## config.mk

```make
export PLATFORM = sky130hd
export DESIGN_NAME = ecam_engage_disengage_control
export DESIGN_NICKNAME = d
export VERILOG_FILES = /design/src/logic/ecam_pkg.sv /design/src/logic/master_pulse_select.sv /design/src/logic/ecam_engage_disengage_control.sv
export VERILOG_INCLUDE_DIRS = /design/src /design/src/logic
export SDC_FILE = /design/constraint.sdc
export NUM_CORES = 1
export LEC_CHECK = 0
export BUFFER_PORTS_ARGS = -buffer_cell sky130_fd_sc_hd__buf_2
export CAP_MARGIN = 40
export CORE_ASPECT_RATIO = 0.6
export CORE_MARGIN = 2
export CORE_UTILIZATION = 30
export CTS_CLUSTER_DIAMETER = 40
export CTS_CLUSTER_SIZE = 40
export DETAILED_ROUTE_END_ITERATION = 7
export MAX_ROUTING_LAYER = met4
export PLACE_DENSITY = 0.45
export SKIP_LAST_GASP = 1
export SLEW_MARGIN = 20
export SYNTH_ARGS = -nofsm -noshare
export SYNTH_HDL_FRONTEND = slang
export SYNTH_SLANG_ARGS = --single-unit
```

## constraint.sdc

```tcl
create_clock -name sys_clk -period 15.1 [get_ports sys_clk]
set_input_delay 0.755 -clock sys_clk [delete_from_list [all_inputs] [get_ports sys_clk]]
set_output_delay 0.755 -clock sys_clk [all_outputs]
set_load 0.005 [all_outputs]
```

## src/logic/ecam_consts.svh

```systemverilog
// Constants for the cam engage/disengage block: register indexes, fields,
// reset values and timing. Included by bare name from the logic/ folder.
`ifndef ECAM_CONSTS_SVH
`define ECAM_CONSTS_SVH

// Register indexes; byte address is four times the index
`define IDX_INITIAL_LEAD   14'h05ae
`define IDX_SETTINGS       14'h05b0
`define IDX_THRESHOLD      14'h05b2
`define IDX_AREA_POS       14'h05b4
`define IDX_AREA_NEG       14'h05b6
`define IDX_CYCLIC_LEAD    14'h05b8
`define IDX_MACRO_ARG4     14'h05ba

// Settings word fields from the bottom, one hex digit each except the path, which takes two
`define F_ENABLE           0
`define F_SOURCE_LSB       4
`define F_TIMING_LSB       8
`define F_DISENGAGE_LSB    12
`define F_PATH_LSB         16
`define F_STATUS_LSB       28

// Reset values
`define RST_SETTINGS       24'h000000
`define RST_THRESHOLD      32'h00000000
`define RST_AREA           16'h0000
`define RST_LEAD           32'h00000000
`define RST_MACRO_ARG      32'h00000000

// Bus answers
`define AXI_OKAY           2'b00
`define AXI_SLVERR         2'b10

// Internal time base: 1 ms at a 20 ns clock
`define TICK_PERIOD_NS     1000000
`define CLK_PERIOD_NS      20
`define TICK_CYCLES        (`TICK_PERIOD_NS / `CLK_PERIOD_NS)

`endif

```

## src/logic/ecam_pkg.sv

```systemverilog
// Types shared by the cam engage/disengage logic.
// Assumes the constants header is included by each design file that needs it.
package ecam_pkg;

    typedef enum logic [1:0]
    {
        ST_STOP    = 2'b00,
        ST_ENGAGED = 2'b01,
        ST_LEAD    = 2'b10
    } cam_state_t;

    typedef struct packed {
        logic [15:0] tick_cnt;
        logic        fwd;
        logic        rev;
    } pulse_sel_t;

    typedef struct packed {
        logic        aw_pend;
        logic [15:0] aw_addr;
        logic        w_pend;
        logic [31:0] w_data;
        logic [3:0]  w_strb;
        logic        b_valid;
        logic [1:0]  b_resp;
        logic        r_valid;
        logic [31:0] r_data;
        logic [1:0]  r_resp;
        logic [23:0] settings;
        logic [31:0] threshold;
        logic [15:0] area_pos;
        logic [15:0] area_neg;
        logic [31:0] cyclic_lead;
        logic [31:0] macro_arg;
        logic [31:0] initial_lead;
        cam_state_t  state;
        logic        armed;
        logic [31:0] lead_len;
        logic [31:0] lead_cnt;
        logic [31:0] travel;
        logic        launch;
        logic [5:0]  path;
        logic        speed_hold;
    } ctrl_state_t;

endpackage

```

## src/logic/master_pulse_select.sv

```systemverilog
// Master axis pulse selector with the internal 1 ms time base.
// Assumes source pulses are one-cycle strobes synchronous to sys_clk.
`include "ecam_consts.svh"

module master_pulse_select #(
    parameter int unsigned TICK_CYCLES = `TICK_CYCLES
) (
    input  wire logic       sys_clk,
    input  wire logic       rst_n,
    input  wire logic [2:0] source,
    input  wire logic [4:0] ext_fwd,
    input  wire logic [4:0] ext_rev,
    output logic            fwd,
    output logic            rev
);

    ecam_pkg::pulse_sel_t r_reg;
    ecam_pkg::pulse_sel_t r_next;

    always_comb
    begin
        r_next = r_reg;
        r_next.tick_cnt = (r_reg.tick_cnt == 16'(TICK_CYCLES - 1)) ? 16'h0000
                        : r_reg.tick_cnt + 16'h0001;
        r_next.fwd = 1'b0;
        r_next.rev = 1'b0;
        // Codes 6 and 7 select nothing; gear sees no master motion
        case (source)
            3'h0, 3'h1, 3'h2, 3'h3:
            begin
                r_next.fwd = ext_fwd[source[1:0]];
                r_next.rev = ext_rev[source[1:0]];
            end
            3'h4:
            begin
                r_next.fwd = (r_reg.tick_cnt == 16'(TICK_CYCLES - 1));
            end
            3'h5:
            begin
                r_next.fwd = ext_fwd[4];
                r_next.rev = ext_rev[4];
            end
            default:
            begin
                r_next.fwd = 1'b0;
            end
        endcase
    end

    always_ff @(posedge sys_clk or negedge rst_n)
    begin
        if (!rst_n)
            r_reg <= '0;
        else
            r_reg <= r_next;
    end

    assign fwd = r_reg.fwd;
    assign rev = r_reg.rev;

endmodule

```

## src/logic/ecam_engage_disengage_control.sv

```systemverilog
// Electronic cam engage/disengage control with an AXI4-Lite register slave.
// Assumes discrete inputs and master pulses are synchronous to sys_clk.
//
// The AXI4-Lite slave port was decided locally.
`include "ecam_consts.svh"

// What this block does
// - Lowest settings digit enables the cam: 0 off, 1 on.
// - Source digit picks master: capture, encoder, pulse, path, 1 ms base, sync.
// - Engage timing: 0 at once, 1 on cam-on input, 2 on capture event.
// - Disengage codes add up; 2, 4 and 6 never together; field 0 to 15.
// - Code 2: disengage when master travel reaches signed threshold, then stop.
// - Code 6: as code 2 but speed held, slight overshoot, then stop.
// - Code 4: travel beyond threshold disengages and returns to lead.
// - Code 8: clear cam enable after disengaging.
// - Servo off, fault, limit or homing disengage and clear enable.
// - Codes 2, 4, 6 launch the follow-on motion path unless it is 00.
// - Read-only status digit: 0 stop, 1 engaged, 2 lead.
// - Disengage threshold is signed and software keeps it in range.
// - After code 4, re-engage once pulses exceed the cyclic lead length.
// - Positive lead counts forward pulses, negative counts reverse pulses.
// - First engage waits in lead until pulses exceed the initial lead length.
module ecam_engage_disengage_control #(
    parameter int unsigned TICK_CYCLES = `TICK_CYCLES
) (
    input  wire logic        sys_clk,
    input  wire logic        rst_n,
    input  wire logic [15:0] s_axi_awaddr,
    input  wire logic        s_axi_awvalid,
    output logic             s_axi_awready,
    input  wire logic [31:0] s_axi_wdata,
    input  wire logic [3:0]  s_axi_wstrb,
    input  wire logic        s_axi_wvalid,
    output logic             s_axi_wready,
    output logic [1:0]       s_axi_bresp,
    output logic             s_axi_bvalid,
    input  wire logic        s_axi_bready,
    input  wire logic [15:0] s_axi_araddr,
    input  wire logic        s_axi_arvalid,
    output logic             s_axi_arready,
    output logic [31:0]      s_axi_rdata,
    output logic [1:0]       s_axi_rresp,
    output logic             s_axi_rvalid,
    input  wire logic        s_axi_rready,
    input  wire logic        capture_fwd,
    input  wire logic        capture_rev,
    input  wire logic        encoder_fwd,
    input  wire logic        encoder_rev,
    input  wire logic        pulse_cmd_fwd,
    input  wire logic        pulse_cmd_rev,
    input  wire logic        motion_path_fwd,
    input  wire logic        motion_path_rev,
    input  wire logic        sync_axis_fwd,
    input  wire logic        sync_axis_rev,
    input  wire logic        cam_on,
    input  wire logic        cam_off,
    input  wire logic        capture_event,
    input  wire logic        servo_off,
    input  wire logic        servo_fault,
    input  wire logic        fwd_limit,
    input  wire logic        rev_limit,
    input  wire logic        homing,
    output logic [1:0]       engage_status,
    output logic             gear_engaged,
    output logic             path_launch,
    output logic [5:0]       path_number,
    output logic             speed_hold
);

    ecam_pkg::ctrl_state_t r_reg;
    ecam_pkg::ctrl_state_t r_next;

    logic        m_fwd;
    logic        m_rev;
    logic        en;
    logic [3:0]  timing;
    logic [3:0]  disengage;
    logic [5:0]  path_sel;
    logic        safety;
    logic        go;
    logic        dir_pulse;
    logic [31:0] lead_mag;
    logic [31:0] cnt_step;
    logic [31:0] travel_step;
    logic        reach;
    logic        beyond;
    logic        drop;

    function automatic logic [13:0] reg_index(input logic [15:0] addr);
        return addr[15:2];
    endfunction

    function automatic logic [31:0] merge(input logic [31:0] old,
                                          input logic [31:0] d,
                                          input logic [3:0]  s);
        logic [31:0] m;
        m = old;
        for (int i = 0; i < 4; i++)
            if (s[i])
                m[i*8 +: 8] = d[i*8 +: 8];
        return m;
    endfunction

    function automatic logic mapped(input logic [13:0] idx);
        return idx == `IDX_INITIAL_LEAD || idx == `IDX_SETTINGS
            || idx == `IDX_THRESHOLD || idx == `IDX_AREA_POS
            || idx == `IDX_AREA_NEG || idx == `IDX_CYCLIC_LEAD
            || idx == `IDX_MACRO_ARG4;
    endfunction

    master_pulse_select #(
        .TICK_CYCLES (TICK_CYCLES)
    ) u_pulse_sel (
        .sys_clk (sys_clk),
        .rst_n   (rst_n),
        .source  (r_reg.settings[`F_SOURCE_LSB +: 3]),
        .ext_fwd ({sync_axis_fwd, motion_path_fwd, pulse_cmd_fwd,
                   encoder_fwd, capture_fwd}),
        .ext_rev ({sync_axis_rev, motion_path_rev, pulse_cmd_rev,
                   encoder_rev, capture_rev}),
        .fwd     (m_fwd),
        .rev     (m_rev)
    );

    // Field split of the settings word
    assign en        = r_reg.settings[`F_ENABLE];
    assign timing    = r_reg.settings[`F_TIMING_LSB +: 4];
    assign disengage = r_reg.settings[`F_DISENGAGE_LSB +: 4];
    assign path_sel  = r_reg.settings[`F_PATH_LSB +: 6];

    assign safety = servo_off | servo_fault | fwd_limit | rev_limit | homing;
    assign go     = (timing == 4'h0) | ((timing == 4'h1) & cam_on)
                  | ((timing == 4'h2) & capture_event);

    // Lead direction follows the sign of the lead length
    assign dir_pulse   = r_reg.lead_len[31] ? m_rev : m_fwd;
    assign lead_mag    = r_reg.lead_len[31] ? 32'(-r_reg.lead_len) : r_reg.lead_len;
    assign cnt_step    = r_reg.lead_cnt + {31'h0, dir_pulse};
    assign travel_step = r_reg.travel + (m_fwd ? 32'h00000001 : 32'h00000000)
                       - (m_rev ? 32'h00000001 : 32'h00000000);

    // Sign of the threshold gives the direction of travel
    assign reach  = r_reg.threshold[31] ? ($signed(travel_step) <= $signed(r_reg.threshold))
                  : ($signed(travel_step) >= $signed(r_reg.threshold));
    assign beyond = r_reg.threshold[31] ? ($signed(travel_step) < $signed(r_reg.threshold))
                  : ($signed(travel_step) > $signed(r_reg.threshold));

    always_comb
    begin
        r_next = r_reg;
        r_next.launch = 1'b0;
        drop = 1'b0;

        // Write channel: address and data taken in either order
        if (s_axi_bvalid && s_axi_bready)
            r_next.b_valid = 1'b0;
        if (s_axi_awvalid && s_axi_awready)
        begin
            r_next.aw_pend = 1'b1;
            r_next.aw_addr = s_axi_awaddr;
        end
        if (s_axi_wvalid && s_axi_wready)
        begin
            r_next.w_pend = 1'b1;
            r_next.w_data = s_axi_wdata;
            r_next.w_strb = s_axi_wstrb;
        end
        if (r_reg.aw_pend && r_reg.w_pend && !r_reg.b_valid)
        begin
            r_next.aw_pend = 1'b0;
            r_next.w_pend  = 1'b0;
            r_next.b_valid = 1'b1;
            r_next.b_resp  = mapped(reg_index(r_reg.aw_addr)) ? `AXI_OKAY : `AXI_SLVERR;
            case (reg_index(r_reg.aw_addr))
                `IDX_SETTINGS:
                begin
                    // Zero digit and status digit are not writable
                    r_next.settings = 24'(merge({8'h00, r_reg.settings},
                                                r_reg.w_data, r_reg.w_strb));
                end
                `IDX_THRESHOLD:
                begin
                    r_next.threshold = merge(r_reg.threshold, r_reg.w_data,
                                             r_reg.w_strb);
                end
                `IDX_AREA_POS:
                begin
                    r_next.area_pos = 16'(merge({16'h0000, r_reg.area_pos},
                                                r_reg.w_data, r_reg.w_strb));
                end
                `IDX_AREA_NEG:
                begin
                    r_next.area_neg = 16'(merge({16'h0000, r_reg.area_neg},
                                                r_reg.w_data, r_reg.w_strb));
                end
                `IDX_CYCLIC_LEAD:
                begin
                    r_next.cyclic_lead = merge(r_reg.cyclic_lead, r_reg.w_data,
                                               r_reg.w_strb);
                end
                `IDX_MACRO_ARG4:
                begin
                    r_next.macro_arg = merge(r_reg.macro_arg, r_reg.w_data, r_reg.w_strb);
                end
                `IDX_INITIAL_LEAD:
                begin
                    r_next.initial_lead = merge(r_reg.initial_lead, r_reg.w_data,
                                                r_reg.w_strb);
                end
                default:
                begin
                    r_next.b_resp = `AXI_SLVERR;
                end
            endcase
        end

        // Read channel: one word per request, answered next cycle
        if (s_axi_rvalid && s_axi_rready)
            r_next.r_valid = 1'b0;
        if (s_axi_arvalid && s_axi_arready)
        begin
            r_next.r_valid = 1'b1;
            r_next.r_resp  = mapped(reg_index(s_axi_araddr)) ? `AXI_OKAY : `AXI_SLVERR;
            case (reg_index(s_axi_araddr))
                `IDX_SETTINGS:
                    r_next.r_data = {2'b00, r_reg.state, 4'h0, r_reg.settings};
                `IDX_THRESHOLD:
                    r_next.r_data = r_reg.threshold;
                `IDX_AREA_POS:
                    r_next.r_data = {16'h0000, r_reg.area_pos};
                `IDX_AREA_NEG:
                    r_next.r_data = {16'h0000, r_reg.area_neg};
                `IDX_CYCLIC_LEAD:
                    r_next.r_data = r_reg.cyclic_lead;
                `IDX_MACRO_ARG4:
                    r_next.r_data = r_reg.macro_arg;
                `IDX_INITIAL_LEAD:
                    r_next.r_data = r_reg.initial_lead;
                default:
                    r_next.r_data = 32'h00000000;
            endcase
        end

        // Re-arm only while disabled so a stopped cam does not restart by itself
        if (!en)
            r_next.armed = 1'b1;

        if (safety)
        begin
            r_next.state = ecam_pkg::ST_STOP;
            r_next.settings[`F_ENABLE] = 1'b0;
        end
        else if (!en)
        begin
            r_next.state = ecam_pkg::ST_STOP;
        end
        else
        begin
            unique case (r_reg.state)
                ecam_pkg::ST_STOP:
                begin
                    if (r_reg.armed && go)
                    begin
                        r_next.armed      = 1'b0;
                        r_next.state      = ecam_pkg::ST_LEAD;
                        r_next.lead_len   = r_reg.initial_lead;
                        r_next.lead_cnt   = 32'h00000000;
                        r_next.speed_hold = 1'b0;
                    end
                end
                ecam_pkg::ST_LEAD:
                begin
                    r_next.lead_cnt = cnt_step;
                    if (cnt_step > lead_mag)
                    begin
                        r_next.state  = ecam_pkg::ST_ENGAGED;
                        r_next.travel = 32'h00000000;
                    end
                end
                ecam_pkg::ST_ENGAGED:
                begin
                    r_next.travel = travel_step;
                    if (disengage[0] && cam_off)
                    begin
                        r_next.state = ecam_pkg::ST_STOP;
                        drop = 1'b1;
                    end
                    else
                    begin
                        // Only one of 2, 4, 6 may be present
                        unique case (disengage[2:1])
                            2'b01, 2'b11:
                            begin
                                if (reach)
                                begin
                                    r_next.state      = ecam_pkg::ST_STOP;
                                    r_next.speed_hold = disengage[2];
                                    r_next.launch     = path_sel != 6'h00;
                                    drop = 1'b1;
                                end
                            end
                            2'b10:
                            begin
                                if (beyond)
                                begin
                                    r_next.state    = ecam_pkg::ST_LEAD;
                                    r_next.lead_len = r_reg.cyclic_lead;
                                    r_next.lead_cnt = 32'h00000000;
                                    r_next.launch   = path_sel != 6'h00;
                                    drop = 1'b1;
                                end
                            end
                            2'b00:
                            begin
                                r_next.launch = 1'b0;
                            end
                        endcase
                    end
                    // Hardware clear wins over a software write in the same cycle
                    if (drop && disengage[3])
                        r_next.settings[`F_ENABLE] = 1'b0;
                    if (drop)
                        r_next.path = path_sel;
                end
            endcase
        end
    end

    always_ff @(posedge sys_clk or negedge rst_n)
    begin
        if (!rst_n)
        begin
            r_reg              <= '0;
            r_reg.settings     <= `RST_SETTINGS;
            r_reg.threshold    <= `RST_THRESHOLD;
            r_reg.area_pos     <= `RST_AREA;
            r_reg.area_neg     <= `RST_AREA;
            r_reg.cyclic_lead  <= `RST_LEAD;
            r_reg.initial_lead <= `RST_LEAD;
            r_reg.macro_arg    <= `RST_MACRO_ARG;
            r_reg.state        <= ecam_pkg::ST_STOP;
        end
        else
        begin
            r_reg <= r_next;
        end
    end

    assign s_axi_awready = !r_reg.aw_pend;
    assign s_axi_wready  = !r_reg.w_pend;
    assign s_axi_bvalid  = r_reg.b_valid;
    assign s_axi_bresp   = r_reg.b_resp;
    assign s_axi_arready = !r_reg.r_valid;
    assign s_axi_rvalid  = r_reg.r_valid;
    assign s_axi_rdata   = r_reg.r_data;
    assign s_axi_rresp   = r_reg.r_resp;

    assign engage_status = r_reg.state;
    assign gear_engaged  = r_reg.state == ecam_pkg::ST_ENGAGED;
    assign path_launch   = r_reg.launch;
    assign path_number   = r_reg.path;
    assign speed_hold    = r_reg.speed_hold;

endmodule

```

==> flow_metrics.py <==
metrics = {
    "run_status": {
        "status": "finished, final reports clean",
    },
    "synthesis": {
        "synthCells": 2038,
        "yosysWarnings": 0,
        "synth_common_cells": "dfrtp_1 (397), mux2_2 (243), nand2_1 (161)",
        "synth_top_area_share_pct": 46.5,
        "synth-edff-count": 0,
        "yosysSeqAreaShare_pct": 46.5,
        "ys_types": 69,
        "ys_ff_latch": 397,
        "synthMostInstantiatedCell": "dfrtp_1",
        "avgSynthCellArea_sq_um": 10.5,
        "synthTopCellsByArea": "dfrtp_1 (46%), mux2_2 (13%), ha_1 (6.0%)",
        "synth.cell_area_sq_um": 21400,
        "async_reset_ff_share_pct": 100,
        "ys.flop_type": "dfrtp_1",
        "yosysTopAreaCell": "dfrtp_1",
    },
    "timing": {
        "finalCritPeriodShare_pct": 48.6,
        "finalHoldViolCount": 0,
        "rsz0062_at_grt": "no",
        "skew_ns": 0.0297,
        "timing.final.ws_setup_ns": 7.76,
        "finalSetupViolCount": 0,
        "period_minus_slack_ns": 7.34,
        "slew-limit-headroom_pct": 34.6,
        "tightestPinTransition_ns": 0.981,
        "setup_tns_ns": 0,
        "drv_slew": 0,
        "clock.fmax_mhz": 136,
    },
    "setup_path": {
        "critPathKind": "register to register",
        "reg2reg_slack_ns": 7.76,
        "path_max_fanout": 5,
        "crit_start": "u_pulse_sel.rev",
        "start_kind": "register",
        "reg2reg_from": "u_pulse_sel.rev",
        "timing.rr.end": "path_number[2]",
        "cp_data_required_time_ns": 15.60,
        "r2r_cells": 26,
        "critPathCaptureType": "register",
        "arrival_ns": 7.84,
    },
    "global_route": {
        "grt_max_degree": 157,
        "grt_pass1_wl_mm": 100,
        "grt_antenna_before_repair": 1,
        "grt_overflow": 0,
        "grt_pass1_vias": 16300,
        "gr-usage-all-layers_pct": 18.3,
    },
    "route": {
        "route.detailed.drc": 0,
        "drt_iter0_drc": 1188,
        "routed_wl_mm": 64.9,
        "ant_nets": 0,
        "num_vias": 16200,
        "viasPerCell": 5.22,
        "firstDrtPassIters": 6,
        "wl_per_cell_um": 20.9,
    },
    "die": {
        "row_count": 75,
        "fp.dieW_um": 349,
        "ios": 145,
        "dieArea_sq_um": 73500,
        "start_util_pct": 30.5,
        "coreArea_sq_um": 70200,
        "die_y_um": 211,
    },
    "layout": {
        "nets": 2343,
        "drive_gt1_share_pct": 25.1,
        "largest_reg_flops": 322,
        "diodes": 0,
        "area_delta_synth_final_pct": 16.6,
    },
    "pwr": {
        "pwr_density_cell_nw_per_um2": 112,
        "power_frac_clock_pct": 46.4,
        "combPwrFrac_pct": 7.9,
        "finalPower_mw": 2.78,
        "swShare_pct": 29.2,
        "leakage_nw": 11.8,
        "p_switching_uw": 813,
        "p_seq_share_pct": 45.7,
        "internal_power_mw": 1.97,
        "peakVddDrop_uv": 86.0,
    },
    "cts": {
        "cts_buffer_depth": 3,
        "cts_resized": 0,
        "htreeDepth": 2,
        "clk_latency_ns": 0.63,
        "clock-sinks": 397,
        "cts_setup_buffers": 0,
        "postCtsHoldBufs": 0,
        "cts-root-buf": "clkbuf_16",
        "cts_tree": "done",
        "cts_made_buffers": 53,
        "clk_pin_slew_ns": 0.07,
    },
    "place": {
        "hpwl_mm": 47.0,
        "dp_slack_ns": 7.76,
        "portBuffers": 138,
        "gp_congestion": 0.832,
    },
    "worst_hold_path": {
        "hold_class": "input port to asynchronous set/reset pin",
    },
    "flow_run": {
        "maxCapViolations": 0,
    },
}
==> how the worst max path moves through the flow <==
| stage | to | slack, ns | depth (start not counted) |
|---|---|---|---|
| after floorplan | path_number[0] | 9.56 | 25 |
| after global placement | path_number[3] | 7.54 | 25 |
| after detailed placement | path_number[2] | 7.76 | 26 |
| after CTS | path_number[2] | 7.68 | 26 |
| after global routing | path_number[4] | 7.01 | 27 |
| final | path_number[2] | 7.76 | 26 |
==> power groups by stage <==
stage | Sequential, mW | Combinational (mW) | Clock (mW)
2_1_floorplan | 1.22 | 0.145 | 0
3_3_place_gp | 1.29 | 0.216 | 0
3_5_place_dp | 1.29 | 0.225 | 0
4_1_cts | 1.27 | 0.226 | 1.33
5_1_grt | 1.29 | 0.246 | 1.37
6_report | 1.27 | 0.220 | 1.29
==> layout make-up <==
type,instances,area [sq um]
Sequential cell,397,9930
Multi-Input combinational cell,1418,10500
Fill cell,7059,45300
Tap cell,924,1160
Timing Repair Buffer,180,1140
Clock buffer,56,1370
Clock inverter,40,450
Inverter,96,360
==> stage by stage <==
stage	hold WS [ns]	instance area [sq um]	util, %	cells
2_1_floorplan	0.425	21400	-	2039
3_3_place_gp	0.442	22800	32.5	2992
3_5_place_dp	0.445	23100	32.9	3011
4_1_cts	0.180	24900	35.5	3107
5_1_grt	0.214	24900	35.5	3111
6_report	0.170	24900	35.5	3111
==> critical path: stages, from the launching register on <==
cell and delay (ns):
dfrtp_1 0.39, ha_1 0.28, inv_1 0.06, ha_1 0.21, inv_1 0.08, fa_1 0.20
nor2b_1 0.05, o21ai_0 0.22, a21boi_0 0.19, o31ai_1 0.61, a21boi_0 0.35, o2111ai_1 0.37
nand3_1 0.14, a31oi_1 0.25, xnor2_1 0.14, ha_1 0.32, and3_1 0.15, nand4_1 0.18
nor4_1 0.66, o31ai_1 0.21, a31oi_1 0.38, a221oi_1 0.08, o21ai_0 0.27, o211ai_1 0.31
a21oi_1 0.48, buf_4 0.26, mux2_2 0.34
==> kinds of logic (layout without fill, tap and decap cells) <==
logic type,Yosys count,count (layout),share of synthesized area (%)
simple gates,469,469,10.6
fa+ha+maj,104,104,6.12
xor+xnor,96,96,3.93
mux,249,249,13.1
compound gates,498,498,15.1
buf+inv,224,372,4.72
other cells,1,2,0.0175
flops,397,397,46.5
==> per-layer routing <==
metal / vias up / routed length (um) / track usage, %
li1: 7583 / - / -
met1: 8201 / 32800 / 26.6
met2: 377 / 27300 / 26.0
met3: 86 / 3620 / 3.61
met4: 0 / 1140 / 4.24
met5: - / 0 / -
==> placed cells by master (no fill, tap or decap), types with 7 or more instances in the layout <==
master     netlist  routed
dfrtp_1        397     397
mux2_2         243     243
nand2_1        161     161
buf_2            2     138
a21oi_1        136     135
o21ai_0        131     130
nor2_1         109     106
ha_1           103     102
inv_1           96      96
nand3_1         64      64
clkbuf_16        0      54
xor2_1          50      50
xnor2_1         46      46
a21o_1          38      38
a222oi_1        32      32
buf_4           44      32
a22oi_1         27      27
o31ai_1         25      25
a22o_1          21      21
and3_1          19      18
a221oi_1        18      18
nand4_1         17      17
nor2b_1         15      14
and2_1          10      10
a31oi_1         10      10
or3_1            9       9
a211oi_1         8       8
nor3_1           9       8
inv_8            0       8
o21a_1           7       7
or2_2            7       7
nor4_1           8       7
inv_6            0       7
Power figures use the tool's default switching activity.
